===== config.mk =====
export PLATFORM = sky130hd
export DESIGN_NAME = l1cc_ctl
export DESIGN_NICKNAME = d
export VERILOG_FILES = /design/src/l1cc_pkg.sv /design/src/l1cc_ctl.sv
export VERILOG_INCLUDE_DIRS = /design/src
export SDC_FILE = /design/constraint.sdc
export NUM_CORES = 1
export LEC_CHECK = 0
export BUFFER_PORTS_ARGS = -buffer_cell sky130_fd_sc_hd__buf_2
export CORE_MARGIN = 3
export CORE_UTILIZATION = 40
export CTS_BUF_LIST = sky130_fd_sc_hd__clkbuf_16
export DETAILED_ROUTE_END_ITERATION = 16
export PLACE_DENSITY = 0.75
export SYNTH_ARGS = -nofsm -noshare
export SYNTH_HDL_FRONTEND = slang
export SYNTH_SLANG_ARGS = --single-unit

===== constraint.sdc =====
create_clock -name core_clk -period 0.9 [get_ports core_clk]
set_input_delay 0.045 -clock core_clk [delete_from_list [all_inputs] [get_ports core_clk]]
set_output_delay 0.045 -clock core_clk [all_outputs]
set_load 0.1 [all_outputs]

===== src/l1cc_cfg.svh =====
`ifndef L1CC_CFG_SVH
`define L1CC_CFG_SVH
`define L1CC_RST_ENABLE      1'b0
`define L1CC_RST_FLAG        1'b0
`define L1CC_ATTR_WT_BIT     4
`define L1CC_ATTR_CI_BIT     3
`define L1CC_ATTR_M_BIT      2
`define L1CC_ATTR_WIDTH      5
`define L1CC_CLEAR_NS        100
`define L1CC_CLK_NS          100
`define L1CC_CLEAR_CYC       ((`L1CC_CLEAR_NS + `L1CC_CLK_NS - 1) / `L1CC_CLK_NS)
`endif


===== src/l1cc_pkg.sv =====
package l1cc_pkg;
  typedef enum logic [1:0] {
    L1CC_LK_EXEC,
    L1CC_LK_DSI,
    L1CC_LK_HVPRIV
  } l1cc_lock_res_t;
  typedef enum logic [2:0] {
    L1CC_OP_NONE,
    L1CC_OP_TOUCH,
    L1CC_OP_LOCK_SET,
    L1CC_OP_LOCK_CLR,
    L1CC_OP_BLK_ZERO,
    L1CC_OP_BLK_INVAL,
    L1CC_OP_OTHER
  } l1cc_op_t;
endpackage


===== src/l1cc_ctl.sv =====
`timescale 1ns/1ps
`default_nettype none
`include "l1cc_cfg.svh"
module l1cc_ctl
  import l1cc_pkg::*;
(
  input  wire logic                        core_clk,
  input  wire logic                        rst,
  input  wire logic                        clk_en,
  input  wire logic                        wr_data_cache_enable,
  input  wire logic                        wr_instr_cache_enable,
  input  wire logic                        set_data_flash_invalidate,
  input  wire logic                        set_instr_flash_invalidate,
  input  wire logic                        set_data_lock_flash_clear,
  input  wire logic                        set_instr_lock_flash_clear,
  input  wire logic                        clr_data_overlock_flag,
  input  wire logic                        clr_instr_overlock_flag,
  input  wire logic                        write_shadow_mode,
  input  wire logic                        data_parity_err,
  input  wire logic                        instr_parity_err,
  input  wire logic                        data_access_busy,
  input  wire logic                        instr_access_busy,
  input  wire logic                        data_req,
  input  wire logic                        data_req_cacheable,
  input  wire logic                        fetch_req,
  input  wire logic                        fetch_req_cacheable,
  input  wire logic                        snoop_req,
  input  wire logic                        op_valid,
  input  wire logic                        op_is_instr,
  input  wire l1cc_op_t                    op_kind,
  input  wire logic [`L1CC_ATTR_WIDTH-1:0] page_attribute_bits,
  input  wire logic                        op_set_full_locked,
  input  wire logic                        op_modified_fill,
  input  wire logic                        op_xlate_fault,
  input  wire logic                        user_state_flag,
  input  wire logic                        guest_state_flag,
  input  wire logic                        user_lock_enable,
  input  wire logic                        user_lock_protect,
  output logic                             data_cache_enable,
  output logic                             instr_cache_enable,
  output logic                             data_flash_invalidate,
  output logic                             instr_flash_invalidate,
  output logic                             data_lock_flash_clear,
  output logic                             instr_lock_flash_clear,
  output logic                             data_overlock_flag,
  output logic                             instr_overlock_flag,
  output logic                             data_valid_clear,
  output logic                             instr_valid_clear,
  output logic                             data_lock_clear,
  output logic                             instr_lock_clear,
  output logic                             data_array_access,
  output logic                             data_bypass_req,
  output logic                             instr_array_access,
  output logic                             instr_bypass_req,
  output logic                             fill_buf_active,
  output logic                             instr_burst_req,
  output logic                             snoop_lookup,
  output logic                             op_to_cache,
  output logic                             op_mem_zero,
  output logic                             op_push_first,
  output logic                             op_line_place,
  output logic                             op_to_write_buffer,
  output logic                             data_storage_exc,
  output logic                             hv_priv_exc,
  output logic                             xlate_exc,
  output logic                             data_lock_syndrome,
  output logic                             instr_lock_syndrome
);

  logic data_cache_enable_ff;
  logic instr_cache_enable_ff;
  logic dfi_ff;
  logic ifi_ff;
  logic dlfc_ff;
  logic ilfc_ff;
  logic dolk_ff;
  logic iolk_ff;
  logic dvc_ff;
  logic ivc_ff;
  logic dlc_ff;
  logic ilc_ff;
  logic nxt_dvc;
  logic nxt_ivc;
  logic nxt_dlc;
  logic nxt_ilc;
  logic d_idle;
  logic i_idle;
  logic is_lock_op;
  logic op_cache_en;
  logic set_dolk;
  logic set_iolk;
  l1cc_lock_res_t lock_res;

  ////////////////////////////////////////////////////////////////////////
  // Enables and flash operations
  assign d_idle = !data_access_busy;
  assign i_idle = !instr_access_busy;

  always_ff @(posedge core_clk)
  begin
    if (rst)
    begin
      data_cache_enable_ff  <= `L1CC_RST_ENABLE;
      instr_cache_enable_ff <= `L1CC_RST_ENABLE;
    end
    else if (clk_en)
    begin
      if (d_idle)
        data_cache_enable_ff <= wr_data_cache_enable;
      if (i_idle)
        instr_cache_enable_ff <= wr_instr_cache_enable;
    end
  end

  // Invalidate request held until the array is idle, then one clear pulse
  always_ff @(posedge core_clk)
  begin
    if (rst)
    begin
      dfi_ff <= `L1CC_RST_FLAG;
      ifi_ff <= `L1CC_RST_FLAG;
    end
    else if (clk_en)
    begin
      if (set_data_flash_invalidate || (write_shadow_mode && data_parity_err))
        dfi_ff <= 1'b1;
      else if (dvc_ff)
        dfi_ff <= 1'b0;
      if (set_instr_flash_invalidate || instr_parity_err)
        ifi_ff <= 1'b1;
      else if (ivc_ff)
        ifi_ff <= 1'b0;
    end
  end

  always_comb
  begin
    nxt_dvc = dfi_ff && !dvc_ff && d_idle;
    nxt_ivc = ifi_ff && !ivc_ff && i_idle;
    nxt_dlc = dlfc_ff || nxt_dvc;
    nxt_ilc = ilfc_ff || nxt_ivc;
  end

  always_ff @(posedge core_clk)
  begin
    if (rst)
    begin
      dvc_ff <= 1'b1;
      ivc_ff <= 1'b1;
      dlc_ff <= 1'b1;
      ilc_ff <= 1'b1;
    end
    else if (clk_en)
    begin
      dvc_ff <= nxt_dvc;
      ivc_ff <= nxt_ivc;
      dlc_ff <= nxt_dlc;
      ilc_ff <= nxt_ilc;
    end
  end

  // Lock flash clear lasts exactly one cycle
  always_ff @(posedge core_clk)
  begin
    if (rst)
    begin
      dlfc_ff <= `L1CC_RST_FLAG;
      ilfc_ff <= `L1CC_RST_FLAG;
    end
    else if (clk_en)
    begin
      dlfc_ff <= set_data_lock_flash_clear && !dlfc_ff;
      ilfc_ff <= set_instr_lock_flash_clear && !ilfc_ff;
    end
  end

  ////////////////////////////////////////////////////////////////////////
  // Cache operation decode
  assign is_lock_op  = (op_kind == L1CC_OP_LOCK_SET) || (op_kind == L1CC_OP_LOCK_CLR);
  assign op_cache_en = op_is_instr ? instr_cache_enable_ff : data_cache_enable_ff;

  always_comb
  begin
    if (user_state_flag && !user_lock_enable)
      lock_res = L1CC_LK_DSI;
    else if (!user_state_flag && guest_state_flag && user_lock_protect)
      lock_res = L1CC_LK_HVPRIV;
    else
      lock_res = L1CC_LK_EXEC;
  end

  assign set_dolk = op_valid && !op_is_instr && is_lock_op && !op_xlate_fault
                    && lock_res == L1CC_LK_EXEC && op_cache_en && op_set_full_locked
                    && op_kind == L1CC_OP_LOCK_SET;
  assign set_iolk = op_valid && op_is_instr && is_lock_op && !op_xlate_fault
                    && lock_res == L1CC_LK_EXEC && op_cache_en && op_set_full_locked
                    && op_kind == L1CC_OP_LOCK_SET;

  // Overlock flags: set wins over clear
  always_ff @(posedge core_clk)
  begin
    if (rst)
    begin
      dolk_ff <= `L1CC_RST_FLAG;
      iolk_ff <= `L1CC_RST_FLAG;
    end
    else if (clk_en)
    begin
      dolk_ff <= set_dolk || (dolk_ff && !clr_data_overlock_flag);
      iolk_ff <= set_iolk || (iolk_ff && !clr_instr_overlock_flag);
    end
  end

  always_ff @(posedge core_clk)
  begin
    if (rst)
    begin
      op_to_cache         <= 1'b0;
      op_mem_zero         <= 1'b0;
      op_push_first       <= 1'b0;
      op_line_place       <= 1'b0;
      op_to_write_buffer  <= 1'b0;
      data_storage_exc    <= 1'b0;
      hv_priv_exc         <= 1'b0;
      xlate_exc           <= 1'b0;
      data_lock_syndrome  <= 1'b0;
      instr_lock_syndrome <= 1'b0;
    end
    else if (clk_en)
    begin
      xlate_exc        <= op_valid && is_lock_op && op_xlate_fault;
      data_storage_exc <= op_valid && is_lock_op && !op_xlate_fault && lock_res == L1CC_LK_DSI;
      hv_priv_exc      <= op_valid && is_lock_op && !op_xlate_fault && lock_res == L1CC_LK_HVPRIV;
      data_lock_syndrome  <= op_valid && is_lock_op && !op_xlate_fault && !op_is_instr
                             && lock_res == L1CC_LK_DSI;
      instr_lock_syndrome <= op_valid && is_lock_op && !op_xlate_fault && op_is_instr
                             && lock_res == L1CC_LK_DSI;
      op_to_cache   <= op_valid && op_kind != L1CC_OP_NONE && op_cache_en
                       && !(is_lock_op && (op_xlate_fault || lock_res != L1CC_LK_EXEC));
      op_mem_zero   <= op_valid && !op_is_instr && op_kind == L1CC_OP_BLK_ZERO
                       && !data_cache_enable_ff;
      op_push_first <= op_valid && !op_is_instr && op_kind == L1CC_OP_BLK_INVAL && data_cache_enable_ff
                       && page_attribute_bits[`L1CC_ATTR_M_BIT]
                       && !page_attribute_bits[`L1CC_ATTR_CI_BIT];
      op_line_place <= op_valid && op_kind == L1CC_OP_LOCK_SET && op_cache_en && !op_set_full_locked
                       && !op_xlate_fault && lock_res == L1CC_LK_EXEC;
      op_to_write_buffer <= op_valid && op_modified_fill && op_set_full_locked
                            && !is_lock_op && data_cache_enable_ff;
    end
  end

  ////////////////////////////////////////////////////////////////////////
  // Access routing
  always_ff @(posedge core_clk)
  begin
    if (rst)
    begin
      data_array_access  <= 1'b0;
      data_bypass_req    <= 1'b0;
      instr_array_access <= 1'b0;
      instr_bypass_req   <= 1'b0;
      instr_burst_req    <= 1'b0;
      snoop_lookup       <= 1'b0;
      fill_buf_active    <= 1'b0;
    end
    else if (clk_en)
    begin
      data_array_access  <= data_req && data_req_cacheable && data_cache_enable_ff;
      data_bypass_req    <= data_req && data_req_cacheable && !data_cache_enable_ff;
      instr_array_access <= fetch_req && fetch_req_cacheable && instr_cache_enable_ff;
      instr_bypass_req   <= fetch_req && fetch_req_cacheable && !instr_cache_enable_ff;
      instr_burst_req    <= fetch_req && fetch_req_cacheable;
      snoop_lookup       <= snoop_req && data_cache_enable_ff;
      fill_buf_active    <= 1'b1;
    end
  end

  assign data_cache_enable      = data_cache_enable_ff;
  assign instr_cache_enable     = instr_cache_enable_ff;
  assign data_flash_invalidate  = dfi_ff;
  assign instr_flash_invalidate = ifi_ff;
  assign data_lock_flash_clear  = dlfc_ff;
  assign instr_lock_flash_clear = ilfc_ff;
  assign data_overlock_flag     = dolk_ff;
  assign instr_overlock_flag    = iolk_ff;
  assign data_valid_clear       = dvc_ff;
  assign instr_valid_clear      = ivc_ff;
  assign data_lock_clear        = dlc_ff;
  assign instr_lock_clear       = ilc_ff;

  ////////////////////////////////////////////////////////////////////////
  // Checks
  chk_reset_enables_off: assert property (@(posedge core_clk)
    $past(rst) |-> !data_cache_enable && !instr_cache_enable)
    else $error("cache enable not cleared by reset");
  chk_disabled_no_lookup: assert property (@(posedge core_clk) disable iff (rst)
    (clk_en && !data_cache_enable) |=> !data_array_access)
    else $error("disabled data cache accessed");
  chk_bypass_route: assert property (@(posedge core_clk) disable iff (rst)
    (clk_en && data_req && data_req_cacheable && !data_cache_enable) |=> data_bypass_req)
    else $error("bypass not issued");
  chk_no_snoop_off: assert property (@(posedge core_clk) disable iff (rst)
    (clk_en && !data_cache_enable) |=> !snoop_lookup)
    else $error("snoop while disabled");
  chk_dfi_clears: assert property (@(posedge core_clk) disable iff (rst)
    (data_valid_clear && clk_en && !set_data_flash_invalidate && !(write_shadow_mode && data_parity_err))
    |=> !data_flash_invalidate)
    else $error("flash invalidate did not self clear");
  chk_ipar_inval: assert property (@(posedge core_clk) disable iff (rst)
    (clk_en && instr_parity_err) |=> instr_flash_invalidate)
    else $error("icache parity did not invalidate");
  chk_inval_locks: assert property (@(posedge core_clk) disable iff (rst)
    (clk_en && data_valid_clear) |-> data_lock_clear)
    else $error("invalidate kept locks");
  chk_lfc_pulse: assert property (@(posedge core_clk) disable iff (rst)
    (clk_en && data_lock_flash_clear) |=> !data_lock_flash_clear)
    else $error("lock clear longer than one cycle");
  chk_user_lock_dsi: assert property (@(posedge core_clk) disable iff (rst)
    (clk_en && op_valid && op_kind == L1CC_OP_LOCK_SET && !op_xlate_fault && user_state_flag && !user_lock_enable)
    |=> data_storage_exc && !op_line_place)
    else $error("user lock not refused");

endmodule // l1cc_ctl
`default_nettype wire


# Word level (Yosys, flattened, before mapping)
# Index checks and enable logic that the tools add are counted.
# totals
input_bits	38
out_inout_bits	29
register_bits	29
# classes
bitwise_logic	2
n_eq_ne	6
n_reduce_logical	96
muxes	7
# op_table
operator	count
$logic_and 1x1->1	61
$logic_not 1->1	18
$logic_or 1x1->1	8
$reduce_and 2->1	4
$eq 3x2->1 const B	2
$eq 3x3->1 const B	2
$reduce_bool 2->1	3
$mux 1	5
$mux 2	2
$reduce_bool 3->1	1
$eq 2x1->1 const B	1
$eq 2x2->1 const B	1
$logic_not 2->1	1
$not 1->1	2

# Logic depth before layout (Yosys ltp)
# Gate-level depths: netlist of run 1.
# logic_depth
depth_word	11
mapped_depth	5
ltp_nobuf	3

# Worst setup path before layout of run 1
# Ideal clock, no wire load.
# synth_path
path_kind	reg-to-reg
from	register data_cache_enable_ff, in the netlist data_cache_enable
to	register op_line_place
arrival_time_ns	1.623
path_buffers	0
path_stages_with_launch	4
setup_slack_ns	-0.797
period_less_slack_ns	1.697
required_ns	0.826
cell_sequence	dfxtp_1 -> nand2b_1 -> a211o_1 -> o21ai_0
# synth_via
elab_chain_cells	5
# synth_rtl
item	line_no	rtl
from (decl)	l1cc_ctl.sv:70	logic data_cache_enable_ff;
from (signal assigned)	l1cc_ctl.sv:103	data_cache_enable_ff <= `L1CC_RST_ENABLE;
from (signal assigned)	l1cc_ctl.sv:109	data_cache_enable_ff <= wr_data_cache_enable;
$mux 1	l1cc_ctl.sv:180	assign op_cache_en = op_is_instr ? instr_cache_enable_ff : data_cache_enable_ff;
$logic_and 1x1->1 (2 in a row)	l1cc_ctl.sv:245	op_line_place <= op_valid && op_kind == L1CC_OP_LOCK_SET && op_cache_en && !op_set_full_locked
$logic_and 1x1->1 (2 in a row)	l1cc_ctl.sv:246	&& !op_xlate_fault && lock_res == L1CC_LK_EXEC;
to (signal assigned)	l1cc_ctl.sv:245	
to (decl)	l1cc_ctl.sv:61	output logic op_line_place,
# Every way passes these cells.
# A chain may end at the register's enable or synchronous reset.

# Worst setup path after layout of run 1
# layout_path
from	register data_cache_enable_ff, in the netlist data_cache_enable
to	output data_cache_enable
# layout_lines
item	line_no	rtl
to (decl)	l1cc_ctl.sv:39	output logic data_cache_enable,
# No word-level cell between the ends.

==> impl_metrics.ini, run 1 <==
[logic_synthesis]
syn_nets = 182
seq_area_frac_synth_pct = 44.9
yosys_warnings = 0
synthCells = 144
syn_avg_cell_area_sq_um = 8.98
ys_seq_elements = 29
synth_area_sq_um = 1290
yosys.cell_types.count = 35

[routing]
drc = 0
vias = 1448
ant_nets = 0
dr.pass1.iters = 4
via_per_inst = 5.36
wl_mm = 4.09
routedWlPerCell_um = 15.1
drt_iter0_markers = 82

[worst_setup_path]
critPathKind = reg2out
cp_max_fo = 6
crit_buf_inv = 2
slowest_delay_ns = 0.40
worstPathCellList = buf_6 -> buf_12
critical_path_arrival_ns = 0.94
cp-end-kind = output pin
start_kind = flop
slowest_stage = dfxtp_4
critPathRequiredTime_ns = 0.85
critPathTopFamily = flip-flops

[pwr]
irDropWorstVdd_v = 0.000955
p_total_uw = 3680
power_density_nw_per_um2 = 1460
power.leakage_uw = 0.00105

[sta]
hold-worst-slack_ns = 0.0230
worst_pin_slew_ns = 0.250
layout_min_cycle_time_ns = 0.982
fmax_ghz = 1.02
hold_violations = 0
slew_violations = 0
skew_ns = 0.000921
setup_violations = 7
setup_slack_ns = -0.0822
fin_crit_sh_pct = 109
rsz0062_at_grt = yes
max_slew_margin_pct = 83.2

[placement]
hpwl_mm = 3.03
gp_routability_congestion = 0.787
io_buffers = 63
placed_cells = 263

[floorplan]
die_y_um = 62.9
core_sq_um = 3080
rows = 20
die-width_um = 62.9
fp.dieArea_sq_um = 3950
start_util_pct = 42.0
num_io_pins = 67

[finish]
antenna_cells = 0
final_cell_mix = buf_2, buf_12, dfxtp_4, buf_4, nand2b_1
multi_input_area_sq_um = 739
seq_area_sq_um = 669
fin_util_pct = 81.7
syn2layout_area_growth_pct = 94.5
n_fill_cell = 179
drive_gt1_share_pct = 58.4
final_common_cell = buf_2
fin_cells = 270
fin_nets = 263

[cts]
cts_tree = done
clock-root-buffer = clkbuf_16
clock_path_buffers = 2
clkLatencyLatePin_ns = 0.27
clock_sinks = 29
cts_buffers = 5
clk_pin_slew_ns = 0.05
h-tree-depth = 2

[global_routing]
antenna_found_initial = 0
track_usage_pct = 21.7
grt_pass1_vias = 1508
grt_overflow_total = 0
grt_pass1_wl_mm = 6.79
grt_start_max_net_pins = 23

[min_path]
hold_class = in2reg

[run_status]
run_status = finished, violations left
violations = negative setup slack

[job]
drv_cap = 0
-- where the power goes --
part | internal, uW | leakage, uW | switching, uW
Clock | 986 | 0.0000776 | 497
Sequential | 1290 | 0.000254 | 56.1
Combinational | 351 | 0.000715 | 497
Total | 2630 | 0.00105 | 1050
-- routing by layer --
metal  global-route usage, %  routed length (um)
met5                       0                   0
met4                    11.8                 150
met3                    5.58                 295
met2                    39.7                2160
met1                    22.1                1480
-- logic make-up (layout without fill, tap and decap cells) --
logic type	after synthesis	in the layout	synth area share (%)
AOI/OAI and AO/OA	30	30	16.1
buffers and inverters	11	93	3.38
and+or+nand+nor	72	72	34.1
DFF	29	29	44.9
muxes	2	2	1.55
-- area by class of cell --
| class | instances | share of cell area (%) |
|---|---|---|
| Clock buffer | 5 | 4.97 |
| Clock inverter | 3 | 0.448 |
| Inverter | 3 | 0.448 |
| Multi-Input combinational cell | 104 | 29.4 |
| Sequential cell | 29 | 26.6 |
| Tap cell | 44 | 2.19 |
| Timing Repair Buffer | 82 | 36.0 |
-- worst reg2reg max path: stages (launching register included) --
cell	delay (ns)
dfxtp_4	0.40
nand2b_4	0.07
a211o_1	0.28
o21ai_2	0.13
-- cells in the mapped netlist, drive strengths merged --
cell	instances	share of area, %
o21bai	2	1.2
o31ai	1	1.6
o21ai	3	1.2
mux2i	2	1.5
and4	1	0.68
a22oi	1	0.58
o32a	1	0.77
nand4	3	1.5
nor3b	5	2.9
nor2	11	3.2
dfxtp	29	45
or2b	1	0.58
and4bb	1	0.97
or4	2	1.5
and4b	1	0.77
and2b	1	0.58
nor2b	5	2.4
o41ai	2	1.4
inv	3	0.87
nand3b	5	2.9
nand3	6	2.3
a21oi	14	5.4
a21o	1	0.58
nand4b	2	1.4
or3b	2	1.4
a211o	3	2.0
buf	4	1.4
clkbuf	4	1.2
nand2	10	2.9
o32ai	1	0.68
nand2b	16	8.3
a311oi	1	0.68
-- per-stage QoR --
stage	setup TNS, ns	instance area, sq um	setup slack (ns)
2_1_floorplan	-1.45	1400	-0.224
3_3_place_gp	-0.995	2320	-0.186
3_5_place_dp	-1.68	2320	-0.221
4_1_cts	-0.285	2470	-0.0633
5_1_grt	-0.507	2520	-0.0994
6_report	-0.217	2520	-0.0822
-- repair_timing --
item                       CTS  global route
gates cloned                 0             0
setup buffers                0             0
setup endpoints to repair    7            12
pin swaps                    1             6
resized for setup            7             7
hold buffers                 0             0
-- final timing paths --
path,start,endpoint,slack (ns),cells past startpoint
min,wr_data_cache_enable,data_cache_enable,0.02,3
max reg2reg,data_cache_enable,op_line_place,-0.04,3
min reg2reg,op_to_cache,op_to_cache,0.49,2
max,data_cache_enable,data_cache_enable,-0.08,2
(Power assumes the default switching activity.)
==> run 2: changes to the inputs <==
TNS_END_PERCENT = 5   (was not set)
==> run 2 against run 1 <==
Compared with the run above: the flow still finishes with violations (negative setup slack); routed wire length rose by 4.0%; clock power barely moved; global-route usage rose by 0.60 points; fmax rose by 0.82%; sequential cell count did not move; sequential power barely moved; utilization fell by 0.53 points; worst hold slack improved by 0.010 ns; cell count rose by 1.1%; via count fell by 3.2%; critical path depth did not move; critical endpoint unchanged.
==> impl_metrics.ini, run 2 (same netlist as run 1, synthesis figures left out) <==
[min_path]
hold_depth = 3
hold_class = in2reg
min_to = instr_cache_enable
min_from = wr_instr_cache_enable

[sta]
rsz0062_at_grt = yes
hold-worst-slack_ns = 0.0329
slew_violations = 0
worst_pin_slew_ns = 0.272
max_slew_margin_pct = 81.8
hold_violations = 0
fin_crit_sh_pct = 108
setup_slack_ns = -0.0743
setup_violations = 11
fmax_ghz = 1.03
layout_min_cycle_time_ns = 0.974
skew_ns = 0.00168
finalSetupTns_ns = -0.365

[routing]
met2_length_mm = 2.24
drt_iter0_markers = 98
ant_nets = 0
wl_mm = 4.26
dr.pass1.iters = 4
vias = 1402
routedWlPerCell_um = 15.6
routed.top_layer = met4
wl_met1_mm = 1.59
wl_met3_um = 313
drc = 0
via_per_inst = 5.14

[global_routing]
antenna_found_initial = 0
grt_overflow_total = 0
grt_pass1_wl_mm = 6.89
track_usage_pct = 22.3
grt_pass1_vias = 1506
grt_start_max_net_pins = 22

[cts]
postCtsSetupRepairBufs = 0
clock_sinks = 29
cts_buffers = 5
clkLatencyLatePin_ns = 0.27
ctsHoldBuffers = 0
clock_path_buffers = 2
h-tree-depth = 2
clk_pin_slew_ns = 0.05
clock-root-buffer = clkbuf_16
cts_tree = done

[worst_setup_path]
worst_r2r_path_depth = 3
critPathKind = reg2out
cp-end-kind = output pin
r2r_end = op_line_place
r2r_slack_ns = -0.05
critical_path_arrival_ns = 0.93
cp_max_fo = 6
r2r-start = data_cache_enable
critPathRequiredTime_ns = 0.85
start_kind = flop

[finish]
final_cell_area_sq_um = 2500
final_cell_mix = buf_2, buf_12, dfxtp_2, buf_4, nand2b_1
antenna_cells = 0
syn2layout_area_growth_pct = 93.2
final_common_cell = buf_2
drive_gt1_share_pct = 59.0
fin_nets = 266

[placement]
placed_area_sq_um = 2290
gp_routability_congestion = 0.824
io_buffers = 63
dp_slack_ns = -0.222
hpwl_mm = 3.14

[floorplan]
num_io_pins = 67
start_util_pct = 42.0
core_sq_um = 3080
rows = 20
die_y_um = 62.9
fp.dieArea_sq_um = 3950
die-width_um = 62.9

[pwr]
irDropWorstVdd_v = 0.00103
power.leakage_uw = 0.00104
p_total_uw = 3740
power_density_nw_per_um2 = 1500

[run_status]
run_status = finished, violations left
violations = negative setup slack

[job]
drv_cap = 0
-- run 2: cell count changes in the layout (fill, tap and decap cells not counted), moves of 2 or more --
| cell | delta |
|---|---|
| a21oi_2 | +2 |
| buf_6 | +3 |
| a21oi_1 | -2 |
| dfxtp_4 | -14 |
| dfxtp_2 | +14 |
-- run 2: worst max-delay path, cell delays in order, from the launching register on --
cell and delay (ns):
dfxtp_4 0.39, buf_6 0.11, buf_12 0.16
-- run 2: metal layers --
layer  global-route usage, %  up-vias
li1                        -      678
met1                    21.9      650
met2                    41.2       62
met3                    8.09       12
met4                    9.64        0
met5                       0        -
-- run 2: worst max path at each step --
stage	from	to	slack [ns]	cells past startpoint
2_1_floorplan	data_cache_enable	op_line_place	-0.22	3
3_3_place_gp	op_kind[2]	data_lock_syndrome	-0.17	4
3_5_place_dp	op_kind[2]	data_lock_syndrome	-0.22	4
4_1_cts	data_cache_enable	data_cache_enable	-0.07	2
5_1_grt	data_cache_enable	data_cache_enable	-0.09	2
6_report	data_cache_enable	data_cache_enable	-0.07	2
-- run 2: metrics by stage --
step           std cells  util (%)
2_1_floorplan        144         -
3_3_place_gp         265      74.4
3_5_place_dp         265      74.4
4_1_cts              273      80.0
5_1_grt              273      81.2
6_report             273      81.2
-- run 2: where the power goes --
part / total, uW / internal, uW / switching [uW]
combinational: 864 / 361 / 504
sequential: 1380 / 1330 / 50.9
clock: 1500 / 987 / 513
total: 3740 / 2670 / 1070
-- run 2: what timing repair did --
action | 4_1_cts | 5_1_grt
cloned | 0 | 0
pin swaps | 3 | 4
gates resized for setup | 11 | 7
endpoints found under the setup margin | 14 | 18
-- run 2: area by class of cell --
type                    count  area (sq um)
repair buffers             85           938
multi-input cells         104           724
flip-flops and latches     29           634
fillers                   192           578
clock buffers               5           125
well taps                  44          55.1
clock inverters             3          11.3
inverters                   3          11.3
